File: src/coc_regs.svh
/*
 * Reset values, field masks and field positions of the channel output control registers.
 * Assumes it is included by the package users of the channel output control block.
 */
`ifndef COC_REGS_SVH
`define COC_REGS_SVH

// ==========================================================================
// Reset values
// ==========================================================================
`define COC_DATA_RST    12'hc00
`define COC_BANK_A_RST  12'haaa
`define COC_BANK_B_RST  12'h0aa
`define COC_PAIR_RST    12'h000

// ==========================================================================
// Field masks and positions
// ==========================================================================
`define COC_DATA_ONES   12'hc00
`define COC_DATA_MASK   12'h3ff
`define COC_BANK_B_MASK 12'h0ff
`define COC_PAIR_MASK   12'h0f7
`define COC_BANK_A_CHN  6
`define COC_CHN         10
`define COC_SRC_UPPER   1
`define COC_CH1         0
`define COC_CH2         1

`endif

File: src/coc_pkg.sv
/*
 * Types shared by the channel output control block.
 * Assumes coc_regs.svh sits in the include path.
 */
`include "coc_regs.svh"

package coc_pkg;

    // ======================================================================
    // Register select from the SPI frame decoder
    // ======================================================================
    typedef enum logic [1:0] {
        COC_SEL_DATA   = 2'h0,
        COC_SEL_BANK_A = 2'h1,
        COC_SEL_BANK_B = 2'h2,
        COC_SEL_PAIR   = 2'h3
    } coc_sel_t;

    // ======================================================================
    // One register write taken from a decoded command frame
    // ======================================================================
    typedef struct packed {
        logic       wr;
        coc_sel_t   sel;
        logic [11:0] data;
    } coc_wreq_t;

    typedef logic [`COC_CHN-1:0] coc_chan_t;

endpackage

File: src/coc_channel_ctrl.sv
/*
 * Channel output control register bank: switch word, two drive source banks,
 * pairing register, and the per-channel drive decision built from them.
 * Assumes writes arrive from an SPI frame decoder on sys_clk, one cycle pulse,
 * and that parallel input pins and fault flags are asynchronous.
 */
// How it works
// Switch word bits 0..9 turn channels 1..10 off when clear, on when set.
// Switch word resets to C00 hex, all channels off.
// Switch word top two bits always read one; host writes ones there.
// Source field upper bit clear: channel follows its switch word bit only.
// Source field 10: channel follows its own parallel input pin.
// Source field 11: channel on only when switch bit and pin both one.
// Bank A holds sources of channels 1..6, resets to AAA hex.
// Bank B holds sources of channels 7..10 low byte, upper zero, resets 0AA.
// Set pair bit drives both channels from the lower channel's source.
// Pair bits at 0..2 and 4..7; bit 3, top nibble zero; reset 000.
// Clear pair bit leaves both channels independent.
// Host pairs only within groups 1-4, 5-6, 7-10.
// Fault on one paired channel sets only that channel's diagnosis bit.
// Host ORs the paired channels' diagnosis bits itself.
// Switch word acts on a channel while its source upper bit is clear, and in source field 11.
// All four registers are written through decoded SPI command frames.
`timescale 1ns/1ps

`include "coc_regs.svh"

module coc_channel_ctrl
    import coc_pkg::*;
(
    input  wire logic       sys_clk,
    input  wire logic       rstn,
    input  wire coc_wreq_t  wreq,
    input  wire coc_chan_t  parallel_input_pin,
    input  wire coc_chan_t  fault_in,
    output logic            [11:0] channel_switch_data,
    output logic            [11:0] drive_source_bank_a,
    output logic            [11:0] drive_source_bank_b,
    output logic            [11:0] channel_pairing,
    output coc_chan_t       output_channel,
    output coc_chan_t       diag_bit
);

    // ======================================================================
    // Registers
    // ======================================================================
    logic [11:0] data_ff;
    logic [11:0] bank_a_ff;
    logic [11:0] bank_b_ff;
    logic [11:0] pair_ff;
    coc_chan_t   pin_s1_ff;
    coc_chan_t   pin_s2_ff;
    coc_chan_t   flt_s1_ff;
    coc_chan_t   flt_s2_ff;
    coc_chan_t   chan_ff;
    coc_chan_t   diag_ff;
    coc_chan_t   nxt_chan;

    // Drive decision of one channel from its two-bit source field
    function automatic logic chan_decide(input logic [1:0] src,
                                         input logic       on_bit,
                                         input logic       pin);
        if (!src[`COC_SRC_UPPER])
            return on_bit;
        else if (!src[0])
            return pin;
        else
            return on_bit & pin;
    endfunction

    // Two-bit source field of channel index k across both banks
    function automatic logic [1:0] src_of(input int k,
                                          input logic [11:0] a,
                                          input logic [11:0] b);
        if (k < `COC_BANK_A_CHN)
            return a[2*k +: 2];
        else
            return b[2*(k-`COC_BANK_A_CHN) +: 2];
    endfunction

    // ======================================================================
    // Register writes from command frames
    // ======================================================================
    always_ff @(posedge sys_clk or negedge rstn) begin
        if (!rstn) begin
            data_ff   <= `COC_DATA_RST;
            bank_a_ff <= `COC_BANK_A_RST;
            bank_b_ff <= `COC_BANK_B_RST;
            pair_ff   <= `COC_PAIR_RST;
        end else if (wreq.wr) begin
            case (wreq.sel)
                COC_SEL_DATA: begin
                    // Top bits forced so a careless host write cannot clear them
                    data_ff <= (wreq.data & `COC_DATA_MASK) | `COC_DATA_ONES;
                end
                COC_SEL_BANK_A: begin
                    bank_a_ff <= wreq.data;
                end
                COC_SEL_BANK_B: begin
                    bank_b_ff <= wreq.data & `COC_BANK_B_MASK;
                end
                COC_SEL_PAIR: begin
                    pair_ff <= wreq.data & `COC_PAIR_MASK;
                end
                default: begin
                    data_ff <= data_ff;
                end
            endcase
        end
    end

    // ======================================================================
    // Pin and fault synchronisers
    // ======================================================================
    always_ff @(posedge sys_clk or negedge rstn) begin
        if (!rstn) begin
            pin_s1_ff <= '0;
            pin_s2_ff <= '0;
        end else begin
            pin_s1_ff <= parallel_input_pin;
            pin_s2_ff <= pin_s1_ff;
        end
    end

    always_ff @(posedge sys_clk or negedge rstn) begin
        if (!rstn) begin
            flt_s1_ff <= '0;
            flt_s2_ff <= '0;
        end else begin
            flt_s1_ff <= fault_in;
            flt_s2_ff <= flt_s1_ff;
        end
    end

    // ======================================================================
    // Channel drive with pairing
    // ======================================================================
    // Link k ties channel k to channel k-1; group borders have no link
    logic [`COC_CHN-1:0] link;
    assign link = {pair_ff[7], pair_ff[6], pair_ff[5], 1'b0, pair_ff[4],
                   1'b0, pair_ff[2], pair_ff[1], pair_ff[0], 1'b0};

    always_comb begin
        nxt_chan = '0;
        for (int k = 0; k < `COC_CHN; k++) begin
            // Chained links pass the lowest channel's decision up the chain
            if (link[k])
                nxt_chan[k] = nxt_chan[(k == 0) ? 0 : k - 1];
            else
                nxt_chan[k] = chan_decide(src_of(k, bank_a_ff, bank_b_ff),
                                          data_ff[k], pin_s2_ff[k]);
        end
    end

    always_ff @(posedge sys_clk or negedge rstn) begin
        if (!rstn) begin
            chan_ff <= '0;
        end else begin
            chan_ff <= nxt_chan;
        end
    end

    // Diagnosis stays per channel even when paired; the host merges them
    always_ff @(posedge sys_clk or negedge rstn) begin
        if (!rstn) begin
            diag_ff <= '0;
        end else begin
            diag_ff <= flt_s2_ff;
        end
    end

    assign channel_switch_data = data_ff;
    assign drive_source_bank_a = bank_a_ff;
    assign drive_source_bank_b = bank_b_ff;
    assign channel_pairing     = pair_ff;
    assign output_channel      = chan_ff;
    assign diag_bit            = diag_ff;

    // ======================================================================
    // Assertions
    // ======================================================================
    property p_data_top;
        @(posedge sys_clk) disable iff (!rstn)
        data_ff[11:10] == 2'h3;
    endproperty
    a_data_top: assert property (p_data_top) else $error("switch word top bits not one");

    property p_data_wr;
        @(posedge sys_clk) disable iff (!rstn)
        (wreq.wr && wreq.sel == COC_SEL_DATA) |=>
            data_ff == {2'h3, $past(wreq.data[9:0])};
    endproperty
    a_data_wr: assert property (p_data_wr) else $error("switch word write wrong");

    property p_bank_a_wr;
        @(posedge sys_clk) disable iff (!rstn)
        (wreq.wr && wreq.sel == COC_SEL_BANK_A) |=> bank_a_ff == $past(wreq.data);
    endproperty
    a_bank_a_wr: assert property (p_bank_a_wr) else $error("bank A write wrong");

    property p_bank_b_top;
        @(posedge sys_clk) disable iff (!rstn)
        bank_b_ff[11:8] == 4'h0;
    endproperty
    a_bank_b_top: assert property (p_bank_b_top) else $error("bank B upper bits set");

    property p_pair_zero;
        @(posedge sys_clk) disable iff (!rstn)
        pair_ff[3] == 1'b0 && pair_ff[11:8] == 4'h0;
    endproperty
    a_pair_zero: assert property (p_pair_zero) else $error("pair reserved bits set");

    property p_serial;
        @(posedge sys_clk) disable iff (!rstn)
        !bank_a_ff[1] |=> output_channel[0] == $past(data_ff[0]);
    endproperty
    a_serial: assert property (p_serial) else $error("serial mode channel 1 wrong");

    property p_input;
        @(posedge sys_clk) disable iff (!rstn)
        bank_a_ff[1:0] == 2'h2 |=> output_channel[0] == $past(pin_s2_ff[0]);
    endproperty
    a_input: assert property (p_input) else $error("input mode channel 1 wrong");

    property p_and;
        @(posedge sys_clk) disable iff (!rstn)
        bank_a_ff[1:0] == 2'h3 |=>
            output_channel[0] == ($past(pin_s2_ff[0]) & $past(data_ff[0]));
    endproperty
    a_and: assert property (p_and) else $error("and mode channel 1 wrong");

    property p_pair12;
        @(posedge sys_clk) disable iff (!rstn)
        pair_ff[0] |=> output_channel[1] == output_channel[0];
    endproperty
    a_pair12: assert property (p_pair12) else $error("pair 1-2 not in step");

    property p_direct2;
        @(posedge sys_clk) disable iff (!rstn)
        (!pair_ff[0] && !bank_a_ff[3]) |=> output_channel[1] == $past(data_ff[1]);
    endproperty
    a_direct2: assert property (p_direct2) else $error("channel 2 not independent");

    property p_diag;
        @(posedge sys_clk) disable iff (!rstn)
        ##1 diag_bit == $past(flt_s2_ff);
    endproperty
    a_diag: assert property (p_diag) else $error("diagnosis bit mismatch");

    c_pair_on: cover property (@(posedge sys_clk) disable iff (!rstn)
        pair_ff[0] ##1 output_channel[1:0] == 2'h3);
    c_and_mode: cover property (@(posedge sys_clk) disable iff (!rstn)
        bank_a_ff[1:0] == 2'h3 ##1 output_channel[0]);
    c_serial_on: cover property (@(posedge sys_clk) disable iff (!rstn)
        !bank_a_ff[1] && data_ff[0] ##1 output_channel[0]);
    c_diag_one: cover property (@(posedge sys_clk) disable iff (!rstn)
        pair_ff[0] && diag_bit[0] && !diag_bit[1]);

endmodule

File: config.mk
export PLATFORM = sky130hd
export DESIGN_NAME = coc_channel_ctrl
export DESIGN_NICKNAME = d
export VERILOG_FILES = /design/src/coc_pkg.sv /design/src/coc_channel_ctrl.sv
export VERILOG_INCLUDE_DIRS = /design/src
export SDC_FILE = /design/constraint.sdc
export NUM_CORES = 1
export LEC_CHECK = 0
export BUFFER_PORTS_ARGS = -buffer_cell sky130_fd_sc_hd__buf_2
export CAP_MARGIN = 0
export CORE_ASPECT_RATIO = 0.7
export CORE_MARGIN = 5
export CORE_UTILIZATION = 50
export CTS_BUF_LIST = sky130_fd_sc_hd__clkbuf_8
export DETAILED_ROUTE_END_ITERATION = 7
export PLACE_DENSITY = 0.79
export SETUP_SLACK_MARGIN = 0.3
export SYNTH_ARGS = -nofsm -noshare
export SYNTH_HDL_FRONTEND = slang
export SYNTH_SLANG_ARGS = --single-unit
File: constraint.sdc
create_clock -name sys_clk -period 2.93 [get_ports sys_clk]
set_clock_uncertainty 0.15 [all_clocks]
set_input_delay 0 -clock sys_clk [delete_from_list [all_inputs] [get_ports sys_clk]]
set_output_delay 0 -clock sys_clk [all_outputs]
set_load 0.02 [all_outputs]
After elaboration in Yosys (flattened, before gate mapping)

Index checks and enable logic that the tools add are counted.

Bitwise logic cells: 10
Eq/ne operators: 3
Multiplexer cells: 34
Reductions and logical operators: 5

Operators by type and width:

| kind               | number |
|---|---|
| $mux 1             | 27 |
| $mux 2             | 7 |
| $and 1x1->1        | 10 |
| $reduce_and 2->1   | 4 |
| $eq 2x2->1 const B | 2 |
| $eq 2x1->1 const B | 1 |
| $logic_not 2->1    | 1 |

Input port bits: 37
Logic and storage cells: 62
Output and inout port bits: 68
Register bits: 97

Logic depth before layout (Yosys ltp)

Gate-level depths: netlist of run 1.

Depth in word-level cells: 6
Depth in mapped cells: 4

Worst setup path after synthesis of run 1

No wires, ideal clock.

Path kind: reg-to-reg
From: reg bank_a_ff[3], in the netlist drive_source_bank_a[3]
To: reg chan_ff[3], in the netlist output_channel[3]
Arrival time: 1181 ps
Setup slack: 1519 ps
Setup time: 80 ps
Stages on the path, launching flop included: 5
Period minus slack after synthesis: 1411 ps
Data required time: 2700 ps
Cells stage by stage: dfstp_2 -> nand2b_1 -> a221oi_1 -> a21oi_1 -> a2bb2oi_1

Longest elaborated chain between the ends: 5

Ends and longest elaborated chain:

| what                   | RTL line                | RTL |
|---|---|---|
| start, declared        | coc_channel_ctrl.sv:48  | `logic [11:0] bank_a_ff;` |
| start signal, assigned | coc_channel_ctrl.sv:87  | `` bank_a_ff <= `COC_BANK_A_RST; `` |
| start signal, assigned | coc_channel_ctrl.sv:97  | `bank_a_ff <= wreq.data;` |
| $mux 2                 | coc_channel_ctrl.sv:147 | `if (link[k])` |
| $mux 1                 | coc_channel_ctrl.sv:63  | `` if (!src[`COC_SRC_UPPER]) `` |
| $mux 1 (3 in a row)    | coc_channel_ctrl.sv:147 |  |
| net nxt_chan[3]        | coc_channel_ctrl.sv:57  | `coc_chan_t nxt_chan;` |
| end signal, assigned   | coc_channel_ctrl.sv:159 | `chan_ff <= nxt_chan;` |
| end, declared          | coc_channel_ctrl.sv:55  | `coc_chan_t chan_ff;` |

The timed path passes the listed nets, and every way through them passes these cells. The select of a mux whose other input is x is not followed.
A chain may end at the register's enable or synchronous reset.

Worst setup path in the final report of run 1

From: in wreq[12] (netlist bit)
To: reg data_ff[1], in the netlist channel_switch_data[1]

Longest elaborated chain between the ends: 2

Ends and longest elaborated chain:

| what                       | RTL line                | RTL |
|---|---|---|
| start, declared            | coc_channel_ctrl.sv:33  | `input wire coc_wreq_t wreq,` |
| $logic_not 2->1            | coc_channel_ctrl.sv:91  | `case (wreq.sel)` |
| $reduce_and 2->1 (no line) | --                      |  |
| end signal, assigned       | coc_channel_ctrl.sv:86  | `` data_ff <= `COC_DATA_RST; `` |
| end signal, assigned       | coc_channel_ctrl.sv:94  | `` data_ff <= (wreq.data & `COC_DATA_MASK) \| `COC_DATA_ONES; `` |
| end signal, assigned       | coc_channel_ctrl.sv:106 | `data_ff <= data_ff;` |
| end, declared              | coc_channel_ctrl.sv:47  | `logic [11:0] data_ff;` |

No other way between the ends.

==> impl_metrics.json, run 1 <==
{
  "place_hpwl_um": 4590,
  "setup_violations": 0,
  "root_buffer": "clkbuf_8",
  "cpPeakStageDelay_ns": 0.62,
  "avgViaCountPerCell": 4.75,
  "rr_worst_depth": 4,
  "antenna_found_initial": 0,
  "gr-total-overflow": 0,
  "synth_area_per_cell_um2": 16.1,
  "criticalPathCategory": "in2reg",
  "reg2reg_slack_ns": 1.42,
  "maxCapViolCount": 0,
  "clk_latency_ns": 0.36,
  "ios": 105,
  "vias": 2031,
  "final_nets": 382,
  "grtUsageMet1": 0.226,
  "drive_above_1_share": 0.443,
  "synth_area_leaders": "dfrtp_1 66%, mux2_2 12%, dfstp_2 8.0%, buf_4 2.7%, a21oi_1 1.8%",
  "die_width_um": 107,
  "postRouteWirelength_um": 6710,
  "path_clk_slew_ns": 0.08,
  "grt_pass1_vias": 2192,
  "synth_cell_types": 22,
  "placedInstanceArea_um2": 3800,
  "critical_path.startpoint": "wreq[12]",
  "slowest_stage": "nor3b_2",
  "crit_end": "channel_switch_data[1]$_DFFE_PN0P_",
  "worst_pin_slew_ns": 0.757,
  "start_util": 0.520,
  "timing.final.crit_share": 0.846,
  "ys_warn_count": 0,
  "grt_pass1_wl_um": 11100,
  "timing.setup.tns_ns": 0,
  "synth_common_cells": "87 x dfrtp_1, 36 x mux2_2, 14 x inv_1, 12 x a21oi_1, 12 x buf_4",
  "holdWs_ns": 0.103,
  "grt_busiest_layer": "met2",
  "h-tree-depth": 3,
  "endpoint_kind": "flip-flop",
  "cp.arrival_ns": 2.63,
  "synthesis.area_um2": 3280,
  "slew_headroom": 0.493,
  "use_met2": 0.271,
  "synth_top_flop_cell": "dfrtp_1",
  "hold_path_class": "in2async",
  "rsz0062_at_grt": "no",
  "yosysSeqAreaShare": 0.744,
  "path_max_fanout": 10,
  "clk_path_buf_depth": 2,
  "place.gp.congestion": 0.857,
  "cp.required_ns": 3.08,
  "core_um2": 6310,
  "p_leak_uw": 0.00214,
  "path_common_cell": "dlygate4sd3_1",
  "drv_slew": 0,
  "postCtsSetupBuffers": 0,
  "timing.rr.end": "output_channel[9]$_DFF_PN0_",
  "drc": 0,
  "ir_worst_vdd_mv": 0.440,
  "cts_buffers": 9,
  "insertedDiodeCount": 0,
  "final_design_area_no_fill_um2": 4420,
  "rows": 24,
  "grt_max_degree": 98,
  "synth_top_area_frac": 0.664,
  "wire_per_inst_um": 15.7,
  "post-route-min-period_ns": 2.48,
  "fmax_ghz": 0.403,
  "yosys_register_bits": 97,
  "fp.dieH_um": 77.8,
  "final_util": 0.700,
  "path_cells": "dlygate4sd3_1, buf_2, nor3b_2, nand2_1, dlygate4sd3_1, o21ai_0, dlygate4sd3_1",
  "dr.pass1.iters": 4,
  "ant_nets": 0,
  "worstReg2RegStart": "drive_source_bank_b[3]$_DFFE_PN1P_",
  "cts_resized": 0,
  "synth_area_leader_cell": "dfrtp_1",
  "synth_edf_count": 0,
  "portBuffers": 93,
  "synthCells": 204,
  "cp-start-kind": "primary input",
  "hold_buffers": 40,
  "p_per_area_nw_per_um2": 731,
  "cts_tree": "done",
  "use_met3": 0.0779,
  "synthArstFlopShare": 1.00,
  "die_area_um2": 8310,
  "status": "finished, final reports clean",
  "syn_to_final_growth_pct": 34.6,
  "track_usage": 0.176,
  "hold_viol": 0,
  "drtIter0Drc": 113,
  "yosysMostFrequentCell": "dfrtp_1",
  "clock_sinks": 97
}
[layer usage]
layer	vias to the layer above	wire (µm)
met5	-	0
met2	70	3180
met3	11	582
met4	0	101
met1	1003	2840
li1	947	-
[worst min-delay path by stage]
stage | start | to | slack, ns
floorplan | rstn | channel_pairing[0]$_DFFE_PN0P_ | -0.45
global placement | rstn | diag_bit[0]$_DFF_PN0_ | -0.06
detailed placement | rstn | diag_bit[5]$_DFF_PN0_ | -0.06
CTS | rstn | channel_switch_data[2]$_DFFE_PN0P_ | 0.09
global route | parallel_input_pin[1] | pin_s1_ff[1]$_DFF_PN0_ | 0.10
finish | rstn | flt_s1_ff[0]$_DFF_PN0_ | 0.10
[power breakdown]
part / total (µW) / switching, µW / internal, µW
registers: 1650 / 113 / 1530
logic: 693 / 400 / 293
clock network: 891 / 418 / 472
[placed cells by master, fill, tap and decap left out, drive strengths merged, types with 4 or more instances in the layout]
master	count
buf	94
dfrtp	87
dlygate4sd3	40
mux2	36
inv	16
a21oi	12
conb	11
dfstp	10
clkbuf	9
nor2b	4
nand2b	4
[per-stage QoR]
stage | power [µW] | instances | setup slack [ns]
2_1_floorplan | 2050 | 213 | 1.52
3_3_place_gp | 2300 | 372 | 1.42
3_5_place_dp | 2320 | 372 | 1.39
4_1_cts | 3280 | 428 | 0.495
5_1_grt | 3410 | 428 | 0.328
6_report | 3230 | 428 | 0.450
[sequential cells by signal, summed over array words and instances (netlist names)]
signal and cells:
channel_pairing 7, channel_switch_data 10, diag_bit 10, drive_source_bank_a 12
drive_source_bank_b 8, flt_s1_ff 10, flt_s2_ff 10, output_channel 10
pin_s1_ff 10, pin_s2_ff 10
[final cells by class]
cell class	instances	area (µm²)
Sequential cell	97	2440
Fill cell	453	1890
Timing Repair Buffer	134	888
Multi-Input combinational cell	89	727
Clock buffer	9	124
Tap cell	78	97.6
Clock inverter	7	87.6
Inverter	14	52.6
[kinds of logic (layout without fill, tap and decap cells)]
group	count (synthesis)	after routing	share of synthesized area
compound gates	28	28	0.0580
buf+inv	27	164	0.0450
flops	97	97	0.744
mux	36	36	0.124
other cells	2	11	0.00229
simple gates	14	14	0.0275
[worst max-delay path: cells and delay by family]
family,cells,cell delay (ns)
buf+inv,4,1.83
compound gates,1,0.07
simple gates,2,0.73
Note: power is estimated with default switching activity, not from simulation.
==> run 2: changes to the inputs <==
==> constraint.sdc (replaced) <==
create_clock -name sys_clk -period 2.4 [get_ports sys_clk]
set_clock_uncertainty 0.15 [all_clocks]
set_input_delay 0 -clock sys_clk [delete_from_list [all_inputs] [get_ports sys_clk]]
set_output_delay 0 -clock sys_clk [all_outputs]
set_load 0.02 [all_outputs]
==> run 2 against run 1 <==
  * Cell count decreased by 0.23%
  * Highest routed layer unchanged
  * Count of clock-buffer cells in the layout is the same
  * Critical path type unchanged
  * Combinational power rose by 20%
  * Critical path depth decreased by 2
  * Global-route usage fell by 0.37 points
  * Sequential power grew 22%
  * Worst hold slack lost 0.082 ns
  * Core utilization down 0.89 points
  * Register-to-register slack lost 0.55 ns
  * Worst setup slack better by 0.083 ns
  * Largest cell class unchanged
  * Clock power increased by 8.9%
  * Largest power group unchanged
  * Critical endpoint is now channel_switch_data[4]$_DFFE_PN0P_
==> impl_metrics.json, run 2 (synthesis results as in run 1) <==
{
  "slowest_stage": "dlygate4sd3_1",
  "core_um2": 6310,
  "layout_common_cells": "92 x buf_2, 87 x dfrtp_1, 36 x mux2_2, 36 x dlygate4sd3_1, 14 x inv_1",
  "path_clk_slew_ns": 0.09,
  "holdWs_ns": 0.0209,
  "drive_above_1_share": 0.458,
  "start_util": 0.520,
  "path_common_cell": "dlygate4sd3_1",
  "maxCapViolCount": 0,
  "final-seq-area_um2": 2440,
  "cts_buffers": 9,
  "avgViaCountPerCell": 4.70,
  "cp-start-kind": "primary input",
  "clk_path_buf_depth": 2,
  "postCtsSetupBuffers": 0,
  "status": "finished, final reports clean",
  "worst-path-stages": 5,
  "crit_family": "buffers and inverters",
  "cp.required_ns": 2.50,
  "vias": 2006,
  "path_cells": "dlygate4sd3_1, buf_2, nor3b_2, dlygate4sd3_1, mux2_2",
  "worst_pin_slew_ns": 0.635,
  "postRouteWirelength_um": 6650,
  "reg2reg_slack_ns": 0.87,
  "grt_pass1_vias": 2185,
  "place.gp.congestion": 0.847,
  "portBuffers": 93,
  "fmax_ghz": 0.536,
  "power.internal_uw": 2610,
  "timing.setup.tns_ns": 0,
  "wire_per_inst_um": 15.6,
  "hold_buffers": 36,
  "fp.dieH_um": 77.8,
  "cpPeakStageDelay_ns": 0.69,
  "grt_pass1_wl_um": 11000,
  "endpoint_kind": "flip-flop",
  "syn_to_final_growth_pct": 32.9,
  "grt_max_degree": 47,
  "worstReg2RegStart": "drive_source_bank_b[3]$_DFFE_PN1P_",
  "drtIter0Drc": 79,
  "fillers": 470,
  "timing.final.crit_share": 0.778,
  "cts_tree": "done",
  "drv_slew": 0,
  "track_usage": 0.172,
  "criticalPathCategory": "in2reg",
  "drc": 0,
  "rr_worst_depth": 4,
  "ir_worst_vdd_mv": 0.420,
  "hold_viol": 0,
  "rsz0062_at_grt": "no",
  "clock_sinks": 97,
  "p_switching_uw": 1200,
  "h-tree-depth": 3,
  "cts_resized": 0,
  "gr-total-overflow": 0,
  "setup_violations": 0,
  "final_nets": 381,
  "combPwrFrac": 0.219,
  "slew_headroom": 0.576,
  "timing.rr.end": "output_channel[9]$_DFF_PN0_",
  "ant_nets": 0,
  "die_area_um2": 8310,
  "rows": 24,
  "dr.pass1.iters": 4,
  "largest_register_ff_count": 12,
  "antenna_found_initial": 0,
  "seq_power_share": 0.527,
  "final_common_cell": "buf_2",
  "clk_latency_ns": 0.36,
  "insertedDiodeCount": 0,
  "path_max_fanout": 4,
  "root_buffer": "clkbuf_8",
  "place_hpwl_um": 4700,
  "die_width_um": 107,
  "crit_buf_inv": 3,
  "p_clk_frac": 0.254,
  "p_per_area_nw_per_um2": 874,
  "hold_path_class": "in2async",
  "cp.arrival_ns": 1.96,
  "multiInputGateArea_um2": 727,
  "post-route-min-period_ns": 1.87,
  "ios": 105,
  "p_leak_uw": 0.00211,
  "swShare": 0.315
}
==> run 2: changes by cell type in the layout (fill, tap and decap cells not counted), moves of 2 or more <==
cell,before,now
buf_4,1,5
dlygate4sd3_1,40,36
inv_6,0,3
bufinv_16,2,0
inv_1,16,14
==> run 2: stage by stage <==
step	setup slack (ns)	power, µW	cell area (µm²)	util	instances
5_1_grt	0.510	4020	4360	0.691	427
2_1_floorplan	0.989	2510	3310	-	213
3_5_place_dp	0.881	2830	3810	0.605	375
4_1_cts	0.549	3860	4360	0.691	427
6_report	0.533	3810	4360	0.691	427
3_3_place_gp	0.934	2810	3810	0.605	375
==> run 2: worst reg2reg max path: cells and delay by family, from the launching register on <==
| family | cells | cell delay, ns |
|---|---|---|
| AO/OA/AOI/OAI | 3 | 0.69 |
| flip-flops | 1 | 0.56 |
| AND/OR/NAND/NOR | 1 | 0.06 |
==> run 2: metal layers <==
layer	vias to the layer above	global-route usage	wire, µm
met5	-	0	0
met4	0	0.0575	106
met3	12	0.0614	536
met2	74	0.271	3020
met1	970	0.226	2990
li1	950	-	-
==> run 2: layout make-up <==
type                    count  share of cell area
repair buffers            133               0.197
inverters                  14              0.0121
flip-flops and latches     97               0.560
multi-input cells          89               0.167
clock buffers               9              0.0284
well taps                  78              0.0224
clock inverters             7              0.0141
==> run 2: worst max path at each step <==
stage	from	slack (ns)	end
after floorplan	drive_source_bank_a[3]$_DFFE_PN1P_	0.99	output_channel[3]$_DFF_PN0_
after global placement	drive_source_bank_b[3]$_DFFE_PN1P_	0.93	output_channel[9]$_DFF_PN0_
after detailed placement	drive_source_bank_b[3]$_DFFE_PN1P_	0.88	output_channel[9]$_DFF_PN0_
after CTS	wreq[13]	0.55	channel_switch_data[4]$_DFFE_PN0P_
after global routing	wreq[12]	0.51	channel_switch_data[9]$_DFFE_PN0P_
final	wreq[12]	0.53	channel_switch_data[4]$_DFFE_PN0P_
==> run 2: power groups by stage <==
stage / combinational (µW) / clock, µW / sequential [µW]
floorplan: 258 / 0 / 2250
global placement: 782 / 0 / 2030
detailed placement: 796 / 0 / 2040
CTS: 843 / 1010 / 2010
global route: 905 / 1070 / 2040
finish: 833 / 970 / 2010
==> run 3: changes to the inputs <==
==> constraint.sdc (replaced) <==
create_clock -name sys_clk -period 1.81 [get_ports sys_clk]
set_clock_uncertainty 0.15 [all_clocks]
set_input_delay 0 -clock sys_clk [delete_from_list [all_inputs] [get_ports sys_clk]]
set_output_delay 0 -clock sys_clk [all_outputs]
set_load 0.02 [all_outputs]
==> run 3 against run 2 <==
  * First-iteration DRC count is 19% lower
  * Worst setup slack worse by 0.19 ns
  * Via count is 3.5% higher
  * Count of clock-buffer cells in the layout is 2 higher
  * Die area stayed put
  * Clock power is 64% higher
  * Combinational power is 34% higher
  * Worst hold slack better by 0.045 ns
  * Non-clock buffer count is 3 higher
  * Critical endpoint is now drive_source_bank_a[6]$_DFFE_PN0P_
  * Largest cell class unchanged
==> impl_metrics.json, run 3 (synthesis results as in run 1) <==
{
  "ios": 105,
  "track_usage": 0.186,
  "syn_to_final_growth_pct": 36.1,
  "drv_slew": 0,
  "slowest_stage": "dlygate4sd3_1",
  "setup_slack_ns": 0.346,
  "setup_violations": 0,
  "place.gp.congestion": 0.857,
  "crit_family": "buffers and inverters",
  "hold_viol": 0,
  "vias": 2076,
  "drive_above_1_share": 0.469,
  "path_max_fanout": 7,
  "final_nets": 384,
  "insertedDiodeCount": 0,
  "drc": 0,
  "criticalPathCategory": "in2reg",
  "fillers": 439,
  "postRouteWirelength_um": 7020,
  "hold_path_class": "in2reg",
  "portBuffers": 93,
  "cpPeakStageDelay_ns": 0.53,
  "endpoint_kind": "flip-flop",
  "fmax_ghz": 0.683,
  "place_hpwl_um": 4980,
  "post-route-min-period_ns": 1.46,
  "wire_per_inst_um": 16.3,
  "start_util": 0.520,
  "die_area_um2": 8310,
  "p_leak_uw": 0.00216,
  "path_clk_slew_ns": 0.09,
  "cp.required_ns": 1.90,
  "h-tree-depth": 3,
  "cp-start-kind": "primary input",
  "clk_path_buf_depth": 2,
  "gr-total-overflow": 0,
  "maxCapViolCount": 0,
  "clock_sinks": 97,
  "grt_pass1_vias": 2265,
  "clk_latency_ns": 0.35,
  "rsz0062_at_grt": "no",
  "final_common_cell": "buf_2",
  "cts_buffers": 9,
  "path_cells": "dlygate4sd3_1, buf_2, nand3b_1, buf_4, mux2_2",
  "dpl_worst_slack_ns": 0.334,
  "antenna_found_initial": 0,
  "grt_pass1_wl_um": 11800,
  "multiInputGateArea_um2": 739,
  "status": "finished, final reports clean",
  "ir_worst_vdd_mv": 0.636,
  "final-seq-area_um2": 2440,
  "largest_register_ff_count": 12,
  "timing.setup.tns_ns": 0,
  "dr.pass1.iters": 5,
  "rows": 24,
  "crit_buf_inv": 3,
  "core_um2": 6310,
  "cp.arrival_ns": 1.56,
  "p_per_area_nw_per_um2": 1210,
  "fp.dieH_um": 77.8,
  "avgViaCountPerCell": 4.83,
  "timing.final.crit_share": 0.809,
  "die_width_um": 107,
  "layout_common_cells": "92 x buf_2, 87 x dfrtp_1, 36 x mux2_2, 36 x dlygate4sd3_1, 14 x inv_1",
  "drtIter0Drc": 64,
  "ant_nets": 0,
  "root_buffer": "clkbuf_8",
  "cts_tree": "done",
  "grt_max_degree": 32
}
## run 3: cell count changes in the layout (fill, tap and decap cells not counted), moves of 2 or more
cell        change
a221oi_1        -2
clkinvlp_4      -2
clkbuf_8        +2
bufinv_16       +2
a221oi_2        +2
inv_6           -2
## run 3: layer usage
metal  global-route usage  vias up  share of wire
met5                    0        -              0
met4               0.0485        0         0.0075
met3               0.0705        6          0.074
met2                0.292       72           0.48
met1                0.247     1043           0.44
li1                     -      955              -
## run 3: path summary, 6_finish.rpt
kind / startpoint / endpoint / slack, ns / depth (start not counted)
setup / recovery: wreq[13] / drive_source_bank_a[6]$_DFFE_PN0P_ / 0.35 / 5
hold / removal: wreq[14] / drive_source_bank_b[5]$_DFFE_PN1P_ / 0.07 / 4
setup reg to reg: drive_source_bank_b[3]$_DFFE_PN1P_ / output_channel[9]$_DFF_PN0_ / 0.41 / 4
hold reg to reg: flt_s2_ff[5]$_DFF_PN0_ / diag_bit[5]$_DFF_PN0_ / 0.20 / 0
max in group asynchronous: rstn / drive_source_bank_b[3]$_DFFE_PN1P_ / 0.42 / 4
min in group asynchronous: rstn / output_channel[0]$_DFF_PN0_ / 0.48 / 3
## run 3: layout make-up
type / instances / share of cell area
timing repair buffer: 136 / 0.201
clock buffer: 11 / 0.0339
inverter: 14 / 0.0118
clock inverter: 5 / 0.0193
multi-input combinational: 89 / 0.166
tap: 78 / 0.0219
sequential: 97 / 0.547
## run 3: timing repair
action,4_1_cts,5_1_grt
hold buffers,36,0
buffers inserted,0,1
gates resized for setup,0,3
endpoints found under the setup margin,0,32
hold endpoints to repair,154,0
## run 3: stage by stage
stage | cells | hold WS [ns] | util | total power (µW) | cell area [µm²]
after floorplan | 213 | -0.446 | - | 3320 | 3310
after global placement | 377 | -0.233 | 0.609 | 3730 | 3840
after detailed placement | 377 | -0.228 | 0.609 | 3770 | 3840
after CTS | 429 | 0.0980 | 0.704 | 5430 | 4440
after global routing | 430 | 0.0575 | 0.708 | 5670 | 4460
final | 430 | 0.0657 | 0.708 | 5380 | 4460
## run 3: where the power goes
| part | switching [µW] | internal (µW) |
|---|---|---|
| sequential | 185 | 2480 |
| clock | 730 | 863 |
| combinational | 654 | 470 |
| total | 1570 | 3810 |
## run 3: worst register-to-register path: cells and delay by family (launching register included)
family | cells | cell delay (ns)
simple gates | 1 | 0.07
compound gates | 3 | 0.55
flops | 1 | 0.56
